==> config.mk <==
export PLATFORM = sky130hd
export DESIGN_NAME = sld_core
export DESIGN_NICKNAME = d
export VERILOG_FILES = /design/src/core/sld_pkg.sv /design/src/core/sld_core.sv
export SDC_FILE = /design/constraint.sdc
export NUM_CORES = 1
export LEC_CHECK = 0
export BUFFER_PORTS_ARGS = -buffer_cell sky130_fd_sc_hd__buf_4
export CORE_ASPECT_RATIO = 1.25
export CORE_UTILIZATION = 59
export CTS_CLUSTER_DIAMETER = 100
export DETAILED_ROUTE_END_ITERATION = 8
export PLACE_DENSITY = 0.81
export SLEW_MARGIN = 15
export SYNTH_ARGS = -nofsm -noshare
export SYNTH_HDL_FRONTEND = slang
export SYNTH_SLANG_ARGS = --single-unit
==> constraint.sdc <==
create_clock -name pclk -period 4.79 [get_ports pclk]
set_clock_uncertainty 0.05 [all_clocks]
set_input_delay 0.2395 -clock pclk [delete_from_list [all_inputs] [get_ports pclk]]
set_output_delay 0.2395 -clock pclk [all_outputs]
set_load 0.05 [all_outputs]
==> src/core/sld_pkg.sv <==
// Package with register map, field layout and shared types of the segment LCD driver control block.
package sld_pkg;

   // ****************************************************************
   // Register word offsets
   // ****************************************************************
   localparam logic [7:0] SLD_OFF_CONTROL  = 8'h00;
   localparam logic [7:0] SLD_OFF_PHASE    = 8'h04;
   localparam logic [7:0] SLD_OFF_REFCTL   = 8'h08;
   localparam logic [7:0] SLD_OFF_SEGEN0   = 8'h10;
   localparam logic [7:0] SLD_OFF_PIXEL0   = 8'h20;
   localparam int         SLD_NUM_SEGEN    = 3;
   localparam int         SLD_NUM_PIXEL    = 12;

   // ****************************************************************
   // Field positions
   // ****************************************************************
   localparam int SLD_CTL_ENABLE   = 7;
   localparam int SLD_CTL_SLEEPDIS = 6;
   localparam int SLD_CTL_WRITE_ERROR_FLAG     = 5;
   localparam int SLD_CTL_CS_LO    = 2;
   localparam int SLD_CTL_MUX_LO   = 0;
   localparam int SLD_PS_WFT       = 7;
   localparam int SLD_PS_BIAS      = 6;
   localparam int SLD_PS_ACTIVE    = 5;
   localparam int SLD_PS_WA        = 4;
   localparam int SLD_PS_LP_LO     = 0;
   localparam int SLD_REF_IRE      = 7;
   localparam int SLD_REF_IRS      = 6;
   localparam int SLD_REF_IRI      = 5;
   localparam int SLD_REF_PIN3     = 3;
   localparam int SLD_REF_PIN1     = 1;

   // ****************************************************************
   // Reset values, write masks and timing
   // ****************************************************************
   localparam logic [7:0] SLD_RST_CONTROL  = 8'h03;
   localparam logic [7:0] SLD_RST_PHASE    = 8'h03;
   localparam logic [7:0] SLD_RST_REFCTL   = 8'h00;
   localparam logic [7:0] SLD_MASK_CONTROL = 8'hCF;
   localparam logic [7:0] SLD_MASK_PHASE   = 8'hCF;
   localparam logic [7:0] SLD_MASK_REFCTL  = 8'hEE;
   localparam logic [7:0] SLD_SYSDIV_LAST  = 8'hFF;

   typedef enum logic [1:0] {
      SLD_BIAS_STATIC = 2'b00,
      SLD_BIAS_HALF   = 2'b01,
      SLD_BIAS_THIRD  = 2'b10
   } sld_bias_t;

   typedef struct packed {
      logic ref_enable;
      logic ref_from_fvr;
      logic fvr_buffer_on;
      logic ladder_on;
      logic [3:1] bias_pin_connect;
   } sld_ref_t;

endpackage

==> src/core/sld_core.sv <==
// Segment LCD driver control: APB register file, clock select, prescaler and common scan.
//
// The APB interface to the registers and the register offsets are this design's own decisions.
`timescale 1ns/100ps
`default_nettype none

// How it works
// - Control bit 7 enables the driver; zero disables it.
// - Sleep-disable bit set stops the driver during sleep; clear keeps it running.
// - Pixel write without write allow sets the error flag; software only clears it.
// - Clock source 00 system/256, 01 crystal oscillator, 1x low-frequency oscillator.
// - Commons field picks static, two, three or four commons.
// - Up to four commons and 24 segments; small variant has 16 segments.
// - Small variant loses segment 15 when four commons are selected.
// - Waveform bit one changes phase per frame, zero within each common.
// - Read-only active bit shows whether the driver runs.
// - Read-only write-allow bit shows whether pixel writes are accepted.
// - Prescale field divides driver clock by field value plus one.
// - Reference enable connects internal reference to contrast control.
// - Reference source zero uses supply, one uses fixed reference output.
// - Ladder-idle bit turns fixed-reference buffer off in ladder mode B.
// - Bits 3 to 1 connect the three bias pins.
// - Pixel bit one is dark; register 3*common+group holds eight segments.
// - Segment-enable registers cover segments in groups of eight.
// - Small variant has two enable and eight pixel registers, large three and twelve.
// - Unimplemented control and reference bits read as zero.
// - Segment-enable one gives segment drive, zero leaves general I/O.
// - Reference ladder is off whenever the driver is inactive.
// - The four-bit prescale counter is hidden from software.
module sld_core
   import sld_pkg::*;
#(
   parameter int NUM_SEG = 24
) (
   input  wire logic                 pclk,
   input  wire logic                 presetn,
   input  wire logic                 psel,
   input  wire logic                 penable,
   input  wire logic                 pwrite,
   input  wire logic [7:0]           paddr,
   input  wire logic [31:0]          pwdata,
   output logic      [31:0]          prdata,
   output logic                      pready,
   output logic                      pslverr,
   input  wire logic                 sleep_in,
   input  wire logic                 crystal_timer_oscillator,
   input  wire logic                 low_frequency_internal_oscillator,
   input  wire logic                 ladder_mode_b,
   output logic                      active_status,
   output logic [1:0]                common_index,
   output logic                      drive_phase,
   output logic                      waveform_type,
   output sld_bias_t                 bias_level,
   output logic [23:0]               segment_enable,
   output logic [23:0]               pixel_row,
   output sld_ref_t                  ref_ctl
);

   // ****************************************************************
   // Helpers
   // ****************************************************************
   localparam int NUM_GRP = NUM_SEG / 8;

   // A pixel or enable group exists only if the variant has that many segments.
   function automatic logic grp_ok(input logic [7:0] off, input logic [7:0] base);
      logic [3:0] idx;
      idx = 4'(((off - base) >> 2) % 8'd3);
      return idx < 4'(NUM_GRP);
   endfunction

   function automatic logic pix_hit(input logic [7:0] a);
      return a >= SLD_OFF_PIXEL0 && a < 8'(SLD_OFF_PIXEL0 + 4 * SLD_NUM_PIXEL) && a[1:0] == 2'b00;
   endfunction

   function automatic logic seg_hit(input logic [7:0] a);
      return a >= SLD_OFF_SEGEN0 && a < 8'(SLD_OFF_SEGEN0 + 4 * SLD_NUM_SEGEN) && a[1:0] == 2'b00;
   endfunction

   // ****************************************************************
   // Registers
   // ****************************************************************
   logic [7:0]  control_r;
   logic [7:0]  phase_r;
   logic [7:0]  refctl_r;
   logic [7:0]  segen_r [SLD_NUM_SEGEN];
   logic [7:0]  pixel_r [SLD_NUM_PIXEL];
   logic        write_allow_r;
   logic        active_r;
   logic [7:0]  prdata_r;
   logic        pslverr_r;

   logic        wr_en;
   logic        setup;
   logic        mapped;
   logic [3:0]  pix_idx;
   logic [1:0]  seg_idx;
   logic        pix_wr;

   assign setup   = psel && !penable;
   assign wr_en   = psel && penable && pwrite;
   assign pix_idx = 4'((paddr - SLD_OFF_PIXEL0) >> 2);
   assign seg_idx = 2'((paddr - SLD_OFF_SEGEN0) >> 2);
   assign pix_wr  = wr_en && pix_hit(paddr) && grp_ok(paddr, SLD_OFF_PIXEL0);
   assign mapped  = paddr == SLD_OFF_CONTROL || paddr == SLD_OFF_PHASE || paddr == SLD_OFF_REFCTL
                    || (seg_hit(paddr) && 2'(seg_idx) < 2'(NUM_GRP))
                    || (pix_hit(paddr) && grp_ok(paddr, SLD_OFF_PIXEL0));

   // ****************************************************************
   // Control register with the sticky error flag
   // ****************************************************************
   always_ff @(posedge pclk or negedge presetn) begin
      if (!presetn) begin
         control_r <= SLD_RST_CONTROL;
      end else begin
         if (wr_en && paddr == SLD_OFF_CONTROL) begin
            control_r <= (pwdata[7:0] & SLD_MASK_CONTROL)
                         | {2'b00, control_r[SLD_CTL_WRITE_ERROR_FLAG] & pwdata[SLD_CTL_WRITE_ERROR_FLAG], 5'b0_0000};
         end
         if (pix_wr && !write_allow_r) begin
            control_r[SLD_CTL_WRITE_ERROR_FLAG] <= 1'b1;
         end
      end
   end

   always_ff @(posedge pclk or negedge presetn) begin
      if (!presetn) begin
         phase_r  <= SLD_RST_PHASE;
         refctl_r <= SLD_RST_REFCTL;
      end else begin
         if (wr_en && paddr == SLD_OFF_PHASE) begin
            phase_r <= pwdata[7:0] & SLD_MASK_PHASE;
         end
         if (wr_en && paddr == SLD_OFF_REFCTL) begin
            refctl_r <= pwdata[7:0] & SLD_MASK_REFCTL;
         end
      end
   end

   always_ff @(posedge pclk or negedge presetn) begin
      if (!presetn) begin
         for (int i = 0; i < SLD_NUM_SEGEN; i++) begin
            segen_r[i] <= 8'h00;
         end
         for (int i = 0; i < SLD_NUM_PIXEL; i++) begin
            pixel_r[i] <= 8'h00;
         end
      end else begin
         if (wr_en && seg_hit(paddr) && 2'(seg_idx) < 2'(NUM_GRP)) begin
            segen_r[seg_idx] <= pwdata[7:0];
         end
         // A refused write is dropped, so the pixel register keeps its old value.
         if (pix_wr && write_allow_r) begin
            pixel_r[pix_idx] <= pwdata[7:0];
         end
      end
   end

   // ****************************************************************
   // APB read path, answered with no wait states
   // ****************************************************************
   logic [7:0] rd_val;
   always_comb begin
      rd_val = 8'h00;
      if (paddr == SLD_OFF_CONTROL) begin
         rd_val = control_r;
      end else if (paddr == SLD_OFF_PHASE) begin
         rd_val = {phase_r[7:6], active_r, write_allow_r, phase_r[3:0]};
      end else if (paddr == SLD_OFF_REFCTL) begin
         rd_val = refctl_r;
      end else if (mapped && seg_hit(paddr)) begin
         rd_val = segen_r[seg_idx];
      end else if (mapped && pix_hit(paddr)) begin
         rd_val = pixel_r[pix_idx];
      end
   end

   always_ff @(posedge pclk or negedge presetn) begin
      if (!presetn) begin
         prdata_r  <= 8'h00;
         pslverr_r <= 1'b0;
      end else if (setup) begin
         prdata_r  <= rd_val;
         pslverr_r <= !mapped;
      end
   end

   assign prdata  = {24'h00_0000, prdata_r};
   assign pready  = 1'b1;
   assign pslverr = pslverr_r && psel && penable;

   // ****************************************************************
   // Pin synchronisers
   // ****************************************************************
   logic [2:0] sleep_s;
   logic [2:0] xtal_s;
   logic [2:0] lfo_s;
   logic [1:0] ladb_s;

   always_ff @(posedge pclk or negedge presetn) begin
      if (!presetn) begin
         sleep_s <= 3'b000;
         xtal_s  <= 3'b000;
         lfo_s   <= 3'b000;
         ladb_s  <= 2'b00;
      end else begin
         sleep_s <= {sleep_s[1:0], sleep_in};
         xtal_s  <= {xtal_s[1:0], crystal_timer_oscillator};
         lfo_s   <= {lfo_s[1:0], low_frequency_internal_oscillator};
         ladb_s  <= {ladb_s[0], ladder_mode_b};
      end
   end

   // ****************************************************************
   // Driver clock source and prescaler
   // ****************************************************************
   logic [7:0] sysdiv_r;
   logic       src_tick;
   logic [3:0] pre_cnt_r;
   logic       step;
   logic       active_nxt;

   // Sleep state is read from the second stage, so stop takes effect three edges after the pin.
   assign active_nxt = control_r[SLD_CTL_ENABLE]
                       && !(sleep_s[1] && control_r[SLD_CTL_SLEEPDIS]);

   always_ff @(posedge pclk or negedge presetn) begin
      if (!presetn) begin
         active_r <= 1'b0;
      end else begin
         active_r <= active_nxt;
      end
   end

   always_ff @(posedge pclk or negedge presetn) begin
      if (!presetn) begin
         sysdiv_r <= 8'h00;
      end else begin
         sysdiv_r <= sysdiv_r + 8'h01;
      end
   end

   always_comb begin
      case (control_r[3:2])
         2'b00:   src_tick = sysdiv_r == SLD_SYSDIV_LAST;
         2'b01:   src_tick = xtal_s[1] && !xtal_s[2];
         default: src_tick = lfo_s[1] && !lfo_s[2];
      endcase
   end

   // The slow oscillators are sampled on pclk, so they must run well below half the pclk rate.
   assign step = active_r && src_tick && pre_cnt_r == phase_r[3:0];

   always_ff @(posedge pclk or negedge presetn) begin
      if (!presetn) begin
         pre_cnt_r <= 4'h0;
      end else if (!active_r) begin
         pre_cnt_r <= 4'h0;
      end else if (src_tick) begin
         pre_cnt_r <= step ? 4'h0 : pre_cnt_r + 4'h1;
      end
   end

   // Writes are refused in the cycle after each prescaler match on src_tick while active_nxt is set, whether or not the common changes.
   always_ff @(posedge pclk or negedge presetn) begin
      if (!presetn) begin
         write_allow_r <= 1'b1;
      end else begin
         write_allow_r <= !(active_nxt && src_tick && pre_cnt_r == phase_r[3:0]);
      end
   end

   // ****************************************************************
   // Common scan and row latch
   // ****************************************************************
   logic [1:0]  com_r;
   logic        phase_bit_r;
   logic [23:0] row_r;
   logic [1:0]  mux;
   logic        last_com;

   assign mux      = control_r[1:0];
   assign last_com = com_r >= mux;

   always_ff @(posedge pclk or negedge presetn) begin
      if (!presetn) begin
         com_r       <= 2'b00;
         phase_bit_r <= 1'b0;
      end else if (!active_r) begin
         com_r       <= 2'b00;
         phase_bit_r <= 1'b0;
      end else if (step) begin
         if (phase_r[SLD_PS_WFT]) begin
            com_r <= last_com ? 2'b00 : com_r + 2'b01;
            if (last_com) begin
               phase_bit_r <= !phase_bit_r;
            end
         end else begin
            phase_bit_r <= !phase_bit_r;
            if (phase_bit_r) begin
               com_r <= last_com ? 2'b00 : com_r + 2'b01;
            end
         end
      end
   end

   always_ff @(posedge pclk or negedge presetn) begin
      if (!presetn) begin
         row_r <= 24'h00_0000;
      end else if (!active_r) begin
         row_r <= 24'h00_0000;
      end else begin
         for (int g = 0; g < 3; g++) begin
            row_r[g*8 +: 8] <= (g < NUM_GRP) ? pixel_r[3 * com_r + g] : 8'h00;
         end
      end
   end

   // ****************************************************************
   // Outputs
   // ****************************************************************
   logic [23:0] seg_vec;
   always_comb begin
      seg_vec = 24'h00_0000;
      for (int g = 0; g < NUM_GRP; g++) begin
         seg_vec[g*8 +: 8] = segen_r[g];
      end
      if (NUM_SEG == 16 && mux == 2'b11) begin
         seg_vec[15] = 1'b0;
      end
   end

   sld_bias_t bias_c;
   always_comb begin
      case (mux)
         2'b00:        bias_c = SLD_BIAS_STATIC;
         2'b01, 2'b10: bias_c = phase_r[SLD_PS_BIAS] ? SLD_BIAS_HALF : SLD_BIAS_THIRD;
         default:      bias_c = SLD_BIAS_THIRD;
      endcase
   end

   assign active_status  = active_r;
   assign common_index   = com_r;
   assign drive_phase    = phase_bit_r;
   assign waveform_type  = phase_r[SLD_PS_WFT];
   assign bias_level     = bias_c;
   assign segment_enable = seg_vec;
   assign pixel_row      = row_r;

   assign ref_ctl.ref_enable       = refctl_r[SLD_REF_IRE];
   assign ref_ctl.ref_from_fvr     = refctl_r[SLD_REF_IRE] && refctl_r[SLD_REF_IRS];
   assign ref_ctl.fvr_buffer_on    = refctl_r[SLD_REF_IRE]
                                     && !(refctl_r[SLD_REF_IRI] && ladb_s[1]);
   assign ref_ctl.ladder_on        = active_r;
   assign ref_ctl.bias_pin_connect = refctl_r[SLD_REF_PIN3:SLD_REF_PIN1];
endmodule

`default_nettype wire

== Word-level counts from Yosys, hierarchy flattened ==
Index checks and enable logic that the tools add are counted.
Widths: inputs -> output; s select.

* Flip-flop bits (word level): 200
* Bits of input ports: 49
* Output and inout bits: 96

* Add/subtract/negate cells: 7
* Multiply operators: 1
* Divide/modulo/power cells: 1
* $lt $le $gt $ge: 14
* Equal/unequal tests: 11
* Muxes and demuxes: 44
* Bitwise logic cells: 7
* Reduce and logical (&&, ||, !) cells: 56

{| class="wikitable"
|+ Operators with widths
! operator !! count
|-
| $mux 8 || 17
|-
| $bmux 8 s4 || 4
|-
| $ge 33x5->1 const B || 3
|-
| $bwmux 96 || 1
|-
| $not 5->33 || 2
|-
| $logic_and 1x1->1 || 35
|-
| $not 4->33 || 1
|-
| $demux 8 s4 || 1
|-
| $bwmux 24 || 1
|-
| $mux 24 || 1
|-
| $bmux 8 s2 || 1
|-
| $demux 8 s2 || 1
|-
| $mux 2 || 6
|-
| $mux 4 || 3
|-
| $logic_not 1->1 || 9
|-
| $add 8x1->8 const B || 1
|-
| $eq 8x3->1 const B || 1
|-
| $eq 8x4->1 const B || 1
|-
| $eq 8x8->1 const B || 1
|-
| $ge 8x5->1 const B || 1
|-
| $ge 8x6->1 const B || 1
|-
| $logic_not 8->1 || 1
|-
| $lt 8x5->1 const B || 1
|-
| $lt 8x7->1 const B || 1
|-
| 33 further kinds || 46
|}

== Longest topological paths before layout ==
Gate-level depths: netlist of run 1.

* Depth in word-level cells: 12
* Mapped depth: 22
* Mapped depth without buffers: 17

== Worst setup path before layout of run 1 ==
Ideal clock, no wire load.

* Path type: in2reg
* Start: input paddr[5]
* End: register pixel_r[48] in the netlist's numbering
* Setup time: 0.125 ns
* Data arrival time: 4.367 ns
* Path slack: 0.249 ns
* Stages: 22
* Cells stage by stage: buf_2 inv_1 clkbuf_1 ha_1 xnor2_1 buf_2 nor2_1 xnor2_1 o311ai_1 ha_1 buf_2 inv_1 a32oi_1 nand2_1 xnor2_1 ha_1 nand2_1 nor4b_2 o221a_2 buf_6 o2111ai_4 mux2_2

* Word-level cells in the longest chain between the ends: 7
* Elaborated cells on any way between the ends: 17
* Those cells by class: add/sub: 1; div: 1; order compare: 5; mux: 3; bitwise: 1; reduce/logical: 6

{| class="wikitable"
|+ RTL lines
! what !! line !! source
|-
| start, declared || sld_core.sv:40 || <nowiki>input wire logic [7:0] paddr,</nowiki>
|-
| parallel branches: the longest is 7 deep, another holds $sub 8x6->8 || n/a ||
|-
| end signal, assigned by index || sld_core.sv:153 || <nowiki>pixel_r[pix_idx] <= pwdata[7:0];</nowiki>
|-
| end, declared || sld_core.sv:86 || <nowiki>logic [7:0] pixel_r [SLD_NUM_PIXEL];</nowiki>
|}

Parallel ways; which one is timed is not known.
A chain may end at the register's enable or synchronous reset.

== Final worst setup path of run 1 ==
Ends and elaborated chain as after synthesis.

==> run summary, run 1 <==
Switch Pwr - 0.00108 W
VDD IR max - 252 uV
Fin Setup TNS - 0 ps
Synth area leader - dfrtp_1
worst hold path type - in2reg
post_cts resized - 0
reg2reg end - pixel_row[11]$_DFF_PN0_
die area - 20700 sq um
vias in the first global route - 8550
area share of the largest cell type after synthesis - 41.0%
first-pass GRT wire length - 47700 um
Unique masters post-synth - 63
Clock power frac - 39.6%
Post-Synthesis Cells - 936
Chip Height - 160 um
H-tree levels - 4
max_slew headroom - 24.5%
via count - 8489
register area - 4990 sq um
area post-placement - 12700 sq um
clock-pin slew on the worst setup and hold paths - 80 ps
area delta synth->final - 12.6%
Num CTS Buffers - 17
Yosys warnings - 0
Port Buf Inserts - 95
Worst Path Max Fanout - 20
count leader, synth - dfrtp_1
Multi-input gate area - 6360 sq um
Yosys reg bits - 199
Setup Crit Path Kind - in2reg
DP HPWL - 19900 um
fmax - 230 MHz
clk_lat worst skew - 450 ps
Worst R2R Setup Slack - 1870 ps
ANT nets after route - 0
Site Rows - 57
post-synthesis instance area - 11800 sq um
starting density of the core - 60.6%
vias per cell - 6.64
root buf cell - clkbuf_16
top post-synthesis cells by area - dfrtp_1 41%, mux4_2 15%, mux2_2 14%
Critical path origin - paddr[5]
final net count - 1064
ANT cells - 0
switching share of power - 29.7%
Pins Over Slew Limit - 0
worst r2r src - common_index[0]$_DFFE_PN0P_
Die Wd - 129 um
Leakage - 6.07 nW
Power Dens Cells - 273 nW/um^2
startpoint types - input port
clock sinks - 199
crit end category - flip-flop
Max clock buf depth - 2
GRT overflow - 0
clock period minus worst slack - 4350 ps
Post-synth top cells - 194 x dfrtp_1, 147 x mux2_2, 80 x mux4_2, 52 x nand2_1, 45 x clkbuf_1
pin slew with the least headroom to its limit - 1130 ps
Final Setup Violations - 0
Final Cell Area - 13300 sq um
largest net degree at the start of global routing - 109
worst reg2reg path depth - 5
Int Power - 0.00256 W
WP data arrival - 4640 ps
Avg WL per Cell - 24.0 um
Logic pwr share - 12.8%
GR Util All Layers - 31.3%
Critical Path RT - 5070 ps
leading register cell type out of synthesis - dfrtp_1
initial antenna violation count - 0
DRT Wirelength - 30700 um
layout cells sized above 1 - 40.0%
I/O Pins - 145
Period Utilization, post-route - 90.9%
Synth Area per Inst - 12.7 sq um
RSZ-0062 raised after global routing - no
CTS tree - yes
DR pass1 iterations - 7
final hold violation count - 0
sequential fraction of the synthesis area - 42.1%
Sequential Power Share - 47.5%
fill count - 1401
CP endpoint - pixel_r[48]$_DFFE_PN0P_
Core ar. - 19500 sq um
global placement routability congestion - 0.879
maxcap violations - 0
First DRT Iteration DRCs - 830
DRC violations left - 0
status - completed
asr flop ratio synth - 100%
Post-synth EDFFs - 0
## stage by stage
stage	hold slack, ps	util, %	std cells	worst slack, ps	power, W
6_report	117	68.3	1279	435	0.00364
5_1_grt	140	68.3	1279	110	0.00376
4_1_cts	106	68.3	1279	451	0.00365
3_5_place_dp	286	64.9	1242	11.0	0.00222
3_3_place_gp	282	64.9	1242	130	0.00221
2_1_floorplan	-106	-	959	249	0.00208
## power groups by stage
stage	clock (W)	combinational, W	sequential [W]
after floorplan	0	0.000293	0.00179
after global placement	0	0.000453	0.00176
after detailed placement	0	0.000461	0.00176
after CTS	0.00146	0.000466	0.00173
after global routing	0.00153	0.000499	0.00173
final	0.00144	0.000467	0.00173
## cells in the final DEF (no fill, tap or decap), types with 13 or more instances in the layout
cell,count
a21oi_1,16
o21ai_0,39
conb_1,25
inv_1,22
nand2_1,52
nor2b_1,15
mux4_2,80
mux2i_1,37
clkbuf_16,17
dfrtp_1,193
mux2_2,147
ha_1,13
nor2_1,24
and2_1,22
buf_4,116
## worst min-delay path by stage
stage | end | from | slack (ps) | cells after the start
final | phase_r[7]$_DFFE_PN0P_ | pwdata[7] | 120 | 3
after global routing | phase_r[7]$_DFFE_PN0P_ | pwdata[7] | 140 | 3
after CTS | phase_r[7]$_DFFE_PN0P_ | pwdata[7] | 110 | 3
after detailed placement | xtal_s[1]$_DFF_PN0_ | xtal_s[0]$_DFF_PN0_ | 290 | 0
after global placement | xtal_s[1]$_DFF_PN0_ | xtal_s[0]$_DFF_PN0_ | 280 | 0
after floorplan | active_status$_DFF_PN0_ | presetn | -110 | 0
## metal layers
| metal | part of all wire (%) | vias up | wire length [um] | global-route usage (%) |
|---|---|---|---|---|
| li1 | - | 3613 | - | - |
| met1 | 37 | 4328 | 11400 | 38.9 |
| met2 | 51 | 420 | 15600 | 51.3 |
| met3 | 6.6 | 128 | 2040 | 6.33 |
| met4 | 5.4 | 0 | 1650 | 17.3 |
| met5 | 0 | - | 0 | 0 |
## sequential cells by signal, summed over array words and instances, names as in the netlist, 3 cells and up
signal          flops
pixel_r            96
pixel_row          24
segment_enable     24
prdata_r            8
sysdiv_r            8
control_r           7
phase_r             6
refctl_r            6
pre_cnt_r           4
lfo_s               3
xtal_s              3
## cell type report
cell class / count / share of cell area, %
multi-input combinational: 637 / 47.7
sequential: 199 / 37.4
timing repair buffer: 124 / 7.30
clock buffer: 17 / 3.19
tap: 265 / 2.48
clock inverter: 15 / 1.32
inverter: 22 / 0.619
## critical path: stages
cell,delay [ps]
buf_4,90
inv_1,60
ha_1,240
xnor2_1,280
nor2_1,100
xnor2_1,130
o311ai_1,320
ha_1,370
inv_1,90
a32oi_1,250
nand2_1,120
xnor2_1,140
ha_1,290
nand2_1,90
nand4b_1,150
o2bb2ai_4,760
o2111ai_4,450
mux2_2,440
## repair_timing
| action | CTS | global route |
|---|---|---|
| hold buffers | 5 | 0 |
| buffers inserted | 0 | 0 |
| endpoints found under the hold margin | 108 | 0 |
## kinds of logic (layout without fill, tap and decap cells)
logic type	Yosys count	count (layout)	share of synthesized area, %
mux	264	264	32.3
flops	199	199	42.1
simple gates	172	172	7.57
compound gates	145	145	10.0
buf+inv	123	178	5.16
xor+xnor	17	17	1.32
fa+ha+maj	14	14	1.48
other cells	2	25	0.0634
(Power assumes the default switching activity.)
==> inputs of run 2 (changes only) <==
--- a/config.mk
+++ b/config.mk
@@ -9,8 +9,9 @@
 export CORE_ASPECT_RATIO = 1.25
 export CORE_UTILIZATION = 59
 export CTS_CLUSTER_DIAMETER = 100
+export CTS_CLUSTER_SIZE = 25
 export DETAILED_ROUTE_END_ITERATION = 8
-export PLACE_DENSITY = 0.81
+export PLACE_DENSITY = 0.85
 export SLEW_MARGIN = 15
 export SYNTH_ARGS = -nofsm -noshare
 export SYNTH_HDL_FRONTEND = slang
==> run 2 against run 1 <==
Worst setup slack better by 190 ps; utilization down 0.17 points; non-clock buffer count down 2; wire length about the same; via count up 1.5%; critical path depth up 1; flip-flop and latch count unchanged; critical path type unchanged; highest routed layer unchanged.
==> run summary, run 2 (same netlist as run 1, synthesis figures left out) <==
number of flip-flops under the largest register name - 96 (unchanged)
critical-path cell list - buf_4 > inv_1 > ha_1 > xnor2_1 > nor2_1 > xnor2_1 > o311ai_1 > ha_1 > inv_1 > a32oi_1 > nand2_1 > xnor2_1 > ha_1 > nand2_1 > nor4b_2 > o221a_2 > buf_12 > o2111ai_4 > mux2_2
layout cells sized above 1 - 39.8% (-0.22 points)
commonest non-fill, non-tap cells in the layout - 193 x dfrtp_1, 147 x mux2_2, 113 x buf_4
Final Setup Violations - 0 (unchanged)
Finished Layout Cells - 1277 (-0.16%)
worst hold path type - in2reg
crit path buf inv count - 4 (+1)
Die Wd - 129 um (unchanged)
Core ar. - 19500 sq um (unchanged)
CP max stage cell - mux2_2
I/O Pins - 145 (unchanged)
crit end category - flip-flop
VDD IR max - 199 uV (-21%)
Num CTS Buffers - 17 (unchanged)
final net count - 1062 (-0.19%)
clock sinks - 199 (unchanged)
Site Rows - 57 (unchanged)
post-route setup slack - 628 ps (+193 ps)
H-tree levels - 4 (unchanged)
Power Dens Cells - 271 nW/um^2 (-0.45%)
DRC violations left - 0 (unchanged)
via count - 8617 (+1.5%)
startpoint types - input port
Logic pwr share - 12.8% (about the same)
clock-pin slew on the worst setup and hold paths - 70 ps (about the same)
clock period minus worst slack - 4160 ps (-193 ps)
Switch Pwr - 0.00101 W (-6.5%)
commonest non-fill, non-tap cell in the layout - dfrtp_1
Pins Over Slew Limit - 0 (unchanged)
Sequential Power Share - 47.9% (+0.4 points)
GRT overflow - 0 (unchanged)
Clock power frac - 39.3% (-0.3 points)
Int Power - 0.00260 W (+1.8%)
DP HPWL - 19600 um (-1.4%)
fmax - 240 MHz (+4.6%)
Port Buf Inserts - 95 (unchanged)
root buf cell - clkbuf_16
status - completed
Critical Path RT - 5070 ps (about the same)
fill count - 1303 (-7.0%)
initial antenna violation count - 0 (unchanged)
Worst Setup Slack post-DPL - 263 ps (+252 ps)
Avg WL per Cell - 24.1 um (about the same)
GR Util All Layers - 31.3% (about the same)
max_slew headroom - 23.3% (-1.2 points)
largest net degree at the start of global routing - 110 (+0.92%)
starting density of the core - 60.6% (unchanged)
largest stage delay on the critical path - 430 ps (-330 ps)
Chip Height - 160 um (unchanged)
placed cell count - 1240 (-0.16%)
pin slew with the least headroom to its limit - 1150 ps (+17.8 ps)
CTS tree - yes
vias per cell - 6.75 (+1.7%)
Crit path max-delay family - compound AO/OA/AOI/OAI gates
first-pass GRT wire length - 48000 um (+0.61%)
RSZ-0062 raised after global routing - no
Fin Setup TNS - 0 ps (unchanged)
die area - 20700 sq um (unchanged)
area delta synth->final - 12.3%
ANT cells - 0 (unchanged)
Leakage - 6.05 nW (-0.29%)
DRT Wirelength - 30700 um (about the same)
Period Utilization, post-route - 86.9% (-4.0 points)
maxcap violations - 0 (unchanged)
Max clock buf depth - 2 (unchanged)
Setup Crit Path Kind - in2reg
vias in the first global route - 8587 (+0.43%)
ANT nets after route - 0 (unchanged)
WP data arrival - 4440 ps (-200 ps)
DR pass1 iterations - 7 (unchanged)
clk_lat worst skew - 440 ps (about the same)
switching share of power - 28.0% (-1.7 points)
First DRT Iteration DRCs - 789 (-4.9%)
Biggest register - pixel_r
Worst Path Max Fanout - 20 (unchanged)
global placement routability congestion - 0.867 (-1.4%)
final hold violation count - 0 (unchanged)
==> run 2: cell types whose count changed in the layout (fill, tap and decap cells not counted) <==
| cell | delta |
|---|---|
| buf_12 | +1 |
| bufinv_16 | +1 |
| inv_8 | -2 |
| clkbuf_8 | +2 |
| clkinv_2 | +3 |
| clkinv_8 | -5 |
| buf_4 | -3 |
| inv_6 | -1 |
| clkbuf_1 | +1 |
| clkinv_4 | -1 |
| clkinvlp_4 | +2 |
==> run 2: worst paths after layout <==
kind,from,end,slack [ps],cells after the start
worst max-delay path,paddr[5],pixel_r[54]$_DFFE_PN0P_,630,19
worst min-delay path,pwdata[7],phase_r[7]$_DFFE_PN0P_,130,3
worst max register to register,common_index[0]$_DFFE_PN0P_,pixel_row[10]$_DFF_PN0_,1910,5
worst min register to register,xtal_s[0]$_DFF_PN0_,xtal_s[1]$_DFF_PN0_,300,0
max in group asynchronous,presetn,pixel_r[1]$_DFFE_PN0P_,3090,3
min in group asynchronous,presetn,pixel_r[60]$_DFFE_PN0P_,400,2
==> run 2: power by group through the flow <==
stage                     combinational [W]  clock, W  sequential (W)
after global placement             0.000447         0         0.00176
after detailed placement           0.000455         0         0.00176
final                              0.000463   0.00142         0.00173
after floorplan                    0.000293         0         0.00179
after global routing               0.000494   0.00150         0.00173
after CTS                          0.000461   0.00142         0.00173
==> run 2: worst min-delay path, stage by stage <==
cell	delay [ps]
buf_4	190
nand2_1	70
o21ai_0	70
==> run 2: area by class of cell <==
type / count / area (sq um) / share of cell area, %
Clock buffer: 20 / 457 / 3.43
Clock inverter: 12 / 115 / 0.865
Inverter: 22 / 82.6 / 0.620
Multi-Input combinational cell: 637 / 6360 / 47.8
Sequential cell: 199 / 4990 / 37.5
Tap cell: 265 / 332 / 2.49
Timing Repair Buffer: 122 / 972 / 7.30
==> run 2: what timing repair did <==
| action | in CTS | in global routing |
|---|---|---|
| endpoints found under the hold margin | 110 | 0 |
| hold buffers | 5 | 0 |
| setup buffers | 0 | 0 |
| gates resized for setup | 0 | 0 |
==> run 2: layer usage <==
| layer | up-vias | routed length [um] | track usage [%] |
|---|---|---|---|
| met1 | 4432 | 11300 | 38.6 |
| met2 | 464 | 15700 | 52.3 |
| li1 | 3602 | - | - |
| met5 | - | 0 | 0 |
| met4 | 0 | 1670 | 18.1 |
| met3 | 119 | 2050 | 4.80 |
==> run 2: stage by stage <==
step           hold slack [ps]  area, sq um  util [%]  power (W)
5_1_grt                    154        13300      68.1    0.00372
4_1_cts                    118        13300      68.1    0.00361
2_1_floorplan             -106        11900         -    0.00208
3_5_place_dp               286        12700      64.9    0.00222
6_report                   132        13300      68.1    0.00361
3_3_place_gp               284        12700      64.9    0.00221
==> inputs of run 3 (changes only) <==
--- a/config.mk
+++ b/config.mk
@@ -11,6 +11,7 @@
 export CTS_CLUSTER_DIAMETER = 100
 export CTS_CLUSTER_SIZE = 25
 export DETAILED_ROUTE_END_ITERATION = 8
+export GPL_TIMING_DRIVEN = 0
 export PLACE_DENSITY = 0.85
 export SLEW_MARGIN = 15
 export SYNTH_ARGS = -nofsm -noshare
==> run 3 against run 2 <==
Fmax fell by 10%; clock power rose by 3%; critical path type unchanged; design area rose by 3.8%; critical path depth rose by 3; flip-flop and latch count did not move; die area did not move; utilization rose by 2.6 points; count of clock-buffer cells in the layout fell by 3; critical endpoint is now pixel_r[49]$_DFFE_PN0P_; hold slack got worse by 94 ps; worst setup slack got worse by 470 ps; register-to-register slack got worse by 1400 ps.
==> run summary, run 3 (same netlist as run 1, synthesis figures left out) <==
global placement routability congestion - 0.941 (+8.5%)
initial antenna violation count - 0 (unchanged)
H-tree levels - 4 (unchanged)
largest stage delay on the critical path - 440 ps (about the same)
vias per cell - 6.65 (-1.5%)
Int Power - 0.00262 W (+0.55%)
Power Dens Cells - 267 nW/um^2 (-1.8%)
VDD IR max - 237 uV (+19%)
Critical Path RT - 5050 ps (-20 ps)
DRC violations left - 0 (unchanged)
die area - 20700 sq um (unchanged)
final hold violation count - 0 (unchanged)
Fin Setup TNS - 0 ps (unchanged)
Leakage - 6.31 nW (+4.4%)
Biggest register - pixel_r
crit path buf inv count - 7 (+3)
switching share of power - 29.0% (+1.0 points)
startpoint types - input port
Logic pwr share - 13.5% (+0.7 points)
DR pass1 iterations - 6 (-1)
Switch Pwr - 0.00107 W (+5.7%)
Worst Path Max Fanout - 14 (-30%)
critical-path cell list - buf_4 > inv_2 > clkbuf_8 > ha_4 > xnor2_4 > buf_4 > nor2_1 > xnor2_1 > o311ai_2 > ha_2 > clkbuf_4 > inv_1 > a32oi_2 > nand2_2 > xnor2_1 > ha_1 > nand2_1 > nand4b_1 > o2bb2ai_1 > buf_4 > o2111ai_4 > mux2_4
Die Wd - 129 um (unchanged)
commonest non-fill, non-tap cell in the layout - dfrtp_1
GRT overflow - 0 (unchanged)
first-pass GRT wire length - 49500 um (+3.0%)
vias in the first global route - 8982 (+4.6%)
final net count - 1143 (+7.6%)
Final Cell Area - 13800 sq um (+3.8%)
Setup Crit Path Kind - in2reg
status - completed
CP most frequent cell - buf_4
ANT nets after route - 0 (unchanged)
Crit path max-delay family - buffers and inverters
area delta synth->final - 16.6%
DP HPWL - 23000 um (+17%)
clk_lat worst skew - 440 ps (about the same)
Max clock buf depth - 2 (unchanged)
crit end category - flip-flop
maxcap violations - 0 (unchanged)
Overall Power - 0.00369 W (+2.0%)
Period Utilization, post-route - 96.7% (+9.9 points)
ANT cells - 0 (unchanged)
Sequential Power Share - 47.0% (-0.9 points)
clock period minus worst slack - 4630 ps (+472 ps)
largest net degree at the start of global routing - 104 (-5.5%)
fill count - 1343 (+3.1%)
Port Buf Inserts - 95 (unchanged)
CP max stage cell - mux2_4
via count - 9030 (+4.8%)
I/O Pins - 145 (unchanged)
clock sinks - 199 (unchanged)
starting density of the core - 60.6% (unchanged)
Final Setup Violations - 0 (unchanged)
Num CTS Buffers - 17 (unchanged)
layout cells sized above 1 - 40.5% (+0.71 points)
Avg WL per Cell - 23.6 um (-1.7%)
max_slew headroom - 26.2% (+2.9 points)
CTS tree - yes
WP data arrival - 4900 ps (+460 ps)
root buf cell - clkbuf_16
Worst Setup Slack post-DPL - -1140 ps (-1400 ps)
clock-pin slew on the worst setup and hold paths - 70 ps (about the same)
Core ar. - 19500 sq um (unchanged)
area post-placement - 13000 sq um (+2.6%)
GR Util All Layers - 32.4% (+1.1 points)
fmax - 216 MHz (-10%)
RSZ-0062 raised after global routing - no
post-route setup slack - 156 ps (-472 ps)
DRT Wirelength - 32100 um (+4.5%)
worst hold path type - in2reg
Site Rows - 57 (unchanged)
First DRT Iteration DRCs - 891 (+13%)
pin slew with the least headroom to its limit - 1100 ps (-51.5 ps)
Clock power frac - 39.5% (+0.2 points)
commonest non-fill, non-tap cells in the layout - 194 x dfrtp_1, 145 x mux2_2, 132 x buf_4
Pins Over Slew Limit - 0 (unchanged)
number of flip-flops under the largest register name - 96 (unchanged)
Chip Height - 160 um (unchanged)
## run 3: cell count changes in the layout (fill, tap and decap cells not counted), sizes merged
cell	delta
clkbuf	+42
buf	+36
inv	+2
clkinv	+1
## run 3: power groups by stage
stage | registers (W) | clock network [W] | logic [W]
after floorplan | 0.00179 | 0 | 0.000293
final | 0.00173 | 0.00146 | 0.000498
after global placement | 0.00176 | 0 | 0.000456
after detailed placement | 0.00176 | 0 | 0.000467
after CTS | 0.00173 | 0.00147 | 0.000481
after global routing | 0.00173 | 0.00154 | 0.000528
## run 3: repair_timing
| item | CTS | global route |
|---|---|---|
| endpoints found under the setup margin | 106 | 116 |
| pin swaps | 1 | 2 |
| setup buffers | 1 | 2 |
| resized for setup | 12 | 21 |
| hold buffers | 5 | 0 |
| gates cloned | 0 | 0 |
| endpoints found under the hold margin | 100 | 0 |
## run 3: worst paths after layout
kind / endpoint / cells after the start / startpoint / slack, ps
max in group asynchronous: phase_r[1]$_DFFE_PN1P_ / 3 / presetn / 3350
worst max-delay path: pixel_r[49]$_DFFE_PN0P_ / 22 / paddr[5] / 160
worst min register to register: xtal_s[1]$_DFF_PN0_ / 0 / xtal_s[0]$_DFF_PN0_ / 300
worst max register to register: pixel_row[21]$_DFF_PN0_ / 11 / common_index[0]$_DFFE_PN0P_ / 470
min in group asynchronous: pixel_r[26]$_DFFE_PN0P_ / 2 / presetn / 360
worst min-delay path: pixel_r[76]$_DFFE_PN0P_ / 2 / pwdata[4] / 40
## run 3: per-layer routing
metal	vias to the layer above	routed length [um]	share of wire, %	global-route usage [%]
met4	0	2290	7.1	23.2
li1	3760	-	-	-
met5	-	0	0	0
met1	4511	10900	34	38.9
met3	166	2660	8.3	5.76
met2	593	16200	51	52.6
## run 3: per-stage QoR
| step | instances | hold slack, ps | utilization [%] |
|---|---|---|---|
| finish | 1358 | 38.0 | 70.7 |
| global route | 1358 | 33.4 | 70.7 |
| CTS | 1358 | 31.3 | 70.3 |
| detailed placement | 1320 | 267 | 66.6 |
| global placement | 1319 | 284 | 66.4 |
| floorplan | 959 | -106 | - |
## run 3: cell type report
class,instances,area [sq um],share of cell area (%)
sequential,199,4990,36.1
multi-input combinational,637,6430,46.5
clock buffer,17,425,3.08
tap,265,332,2.40
clock inverter,15,180,1.30
timing repair buffer,104,833,6.03
inverter,22,82.6,0.597
buffer,99,549,3.97
## run 3: worst reg2reg max path, cell delays in order (launching register included)
cell,delay (ps)
dfrtp_1,430
clkbuf_1,220
clkbuf_2,390
clkbuf_1,590
inv_1,210
ha_1,330
clkbuf_1,290
clkbuf_1,550
clkbuf_2,460
mux2i_1,330
o22ai_1,160
and2_1,240
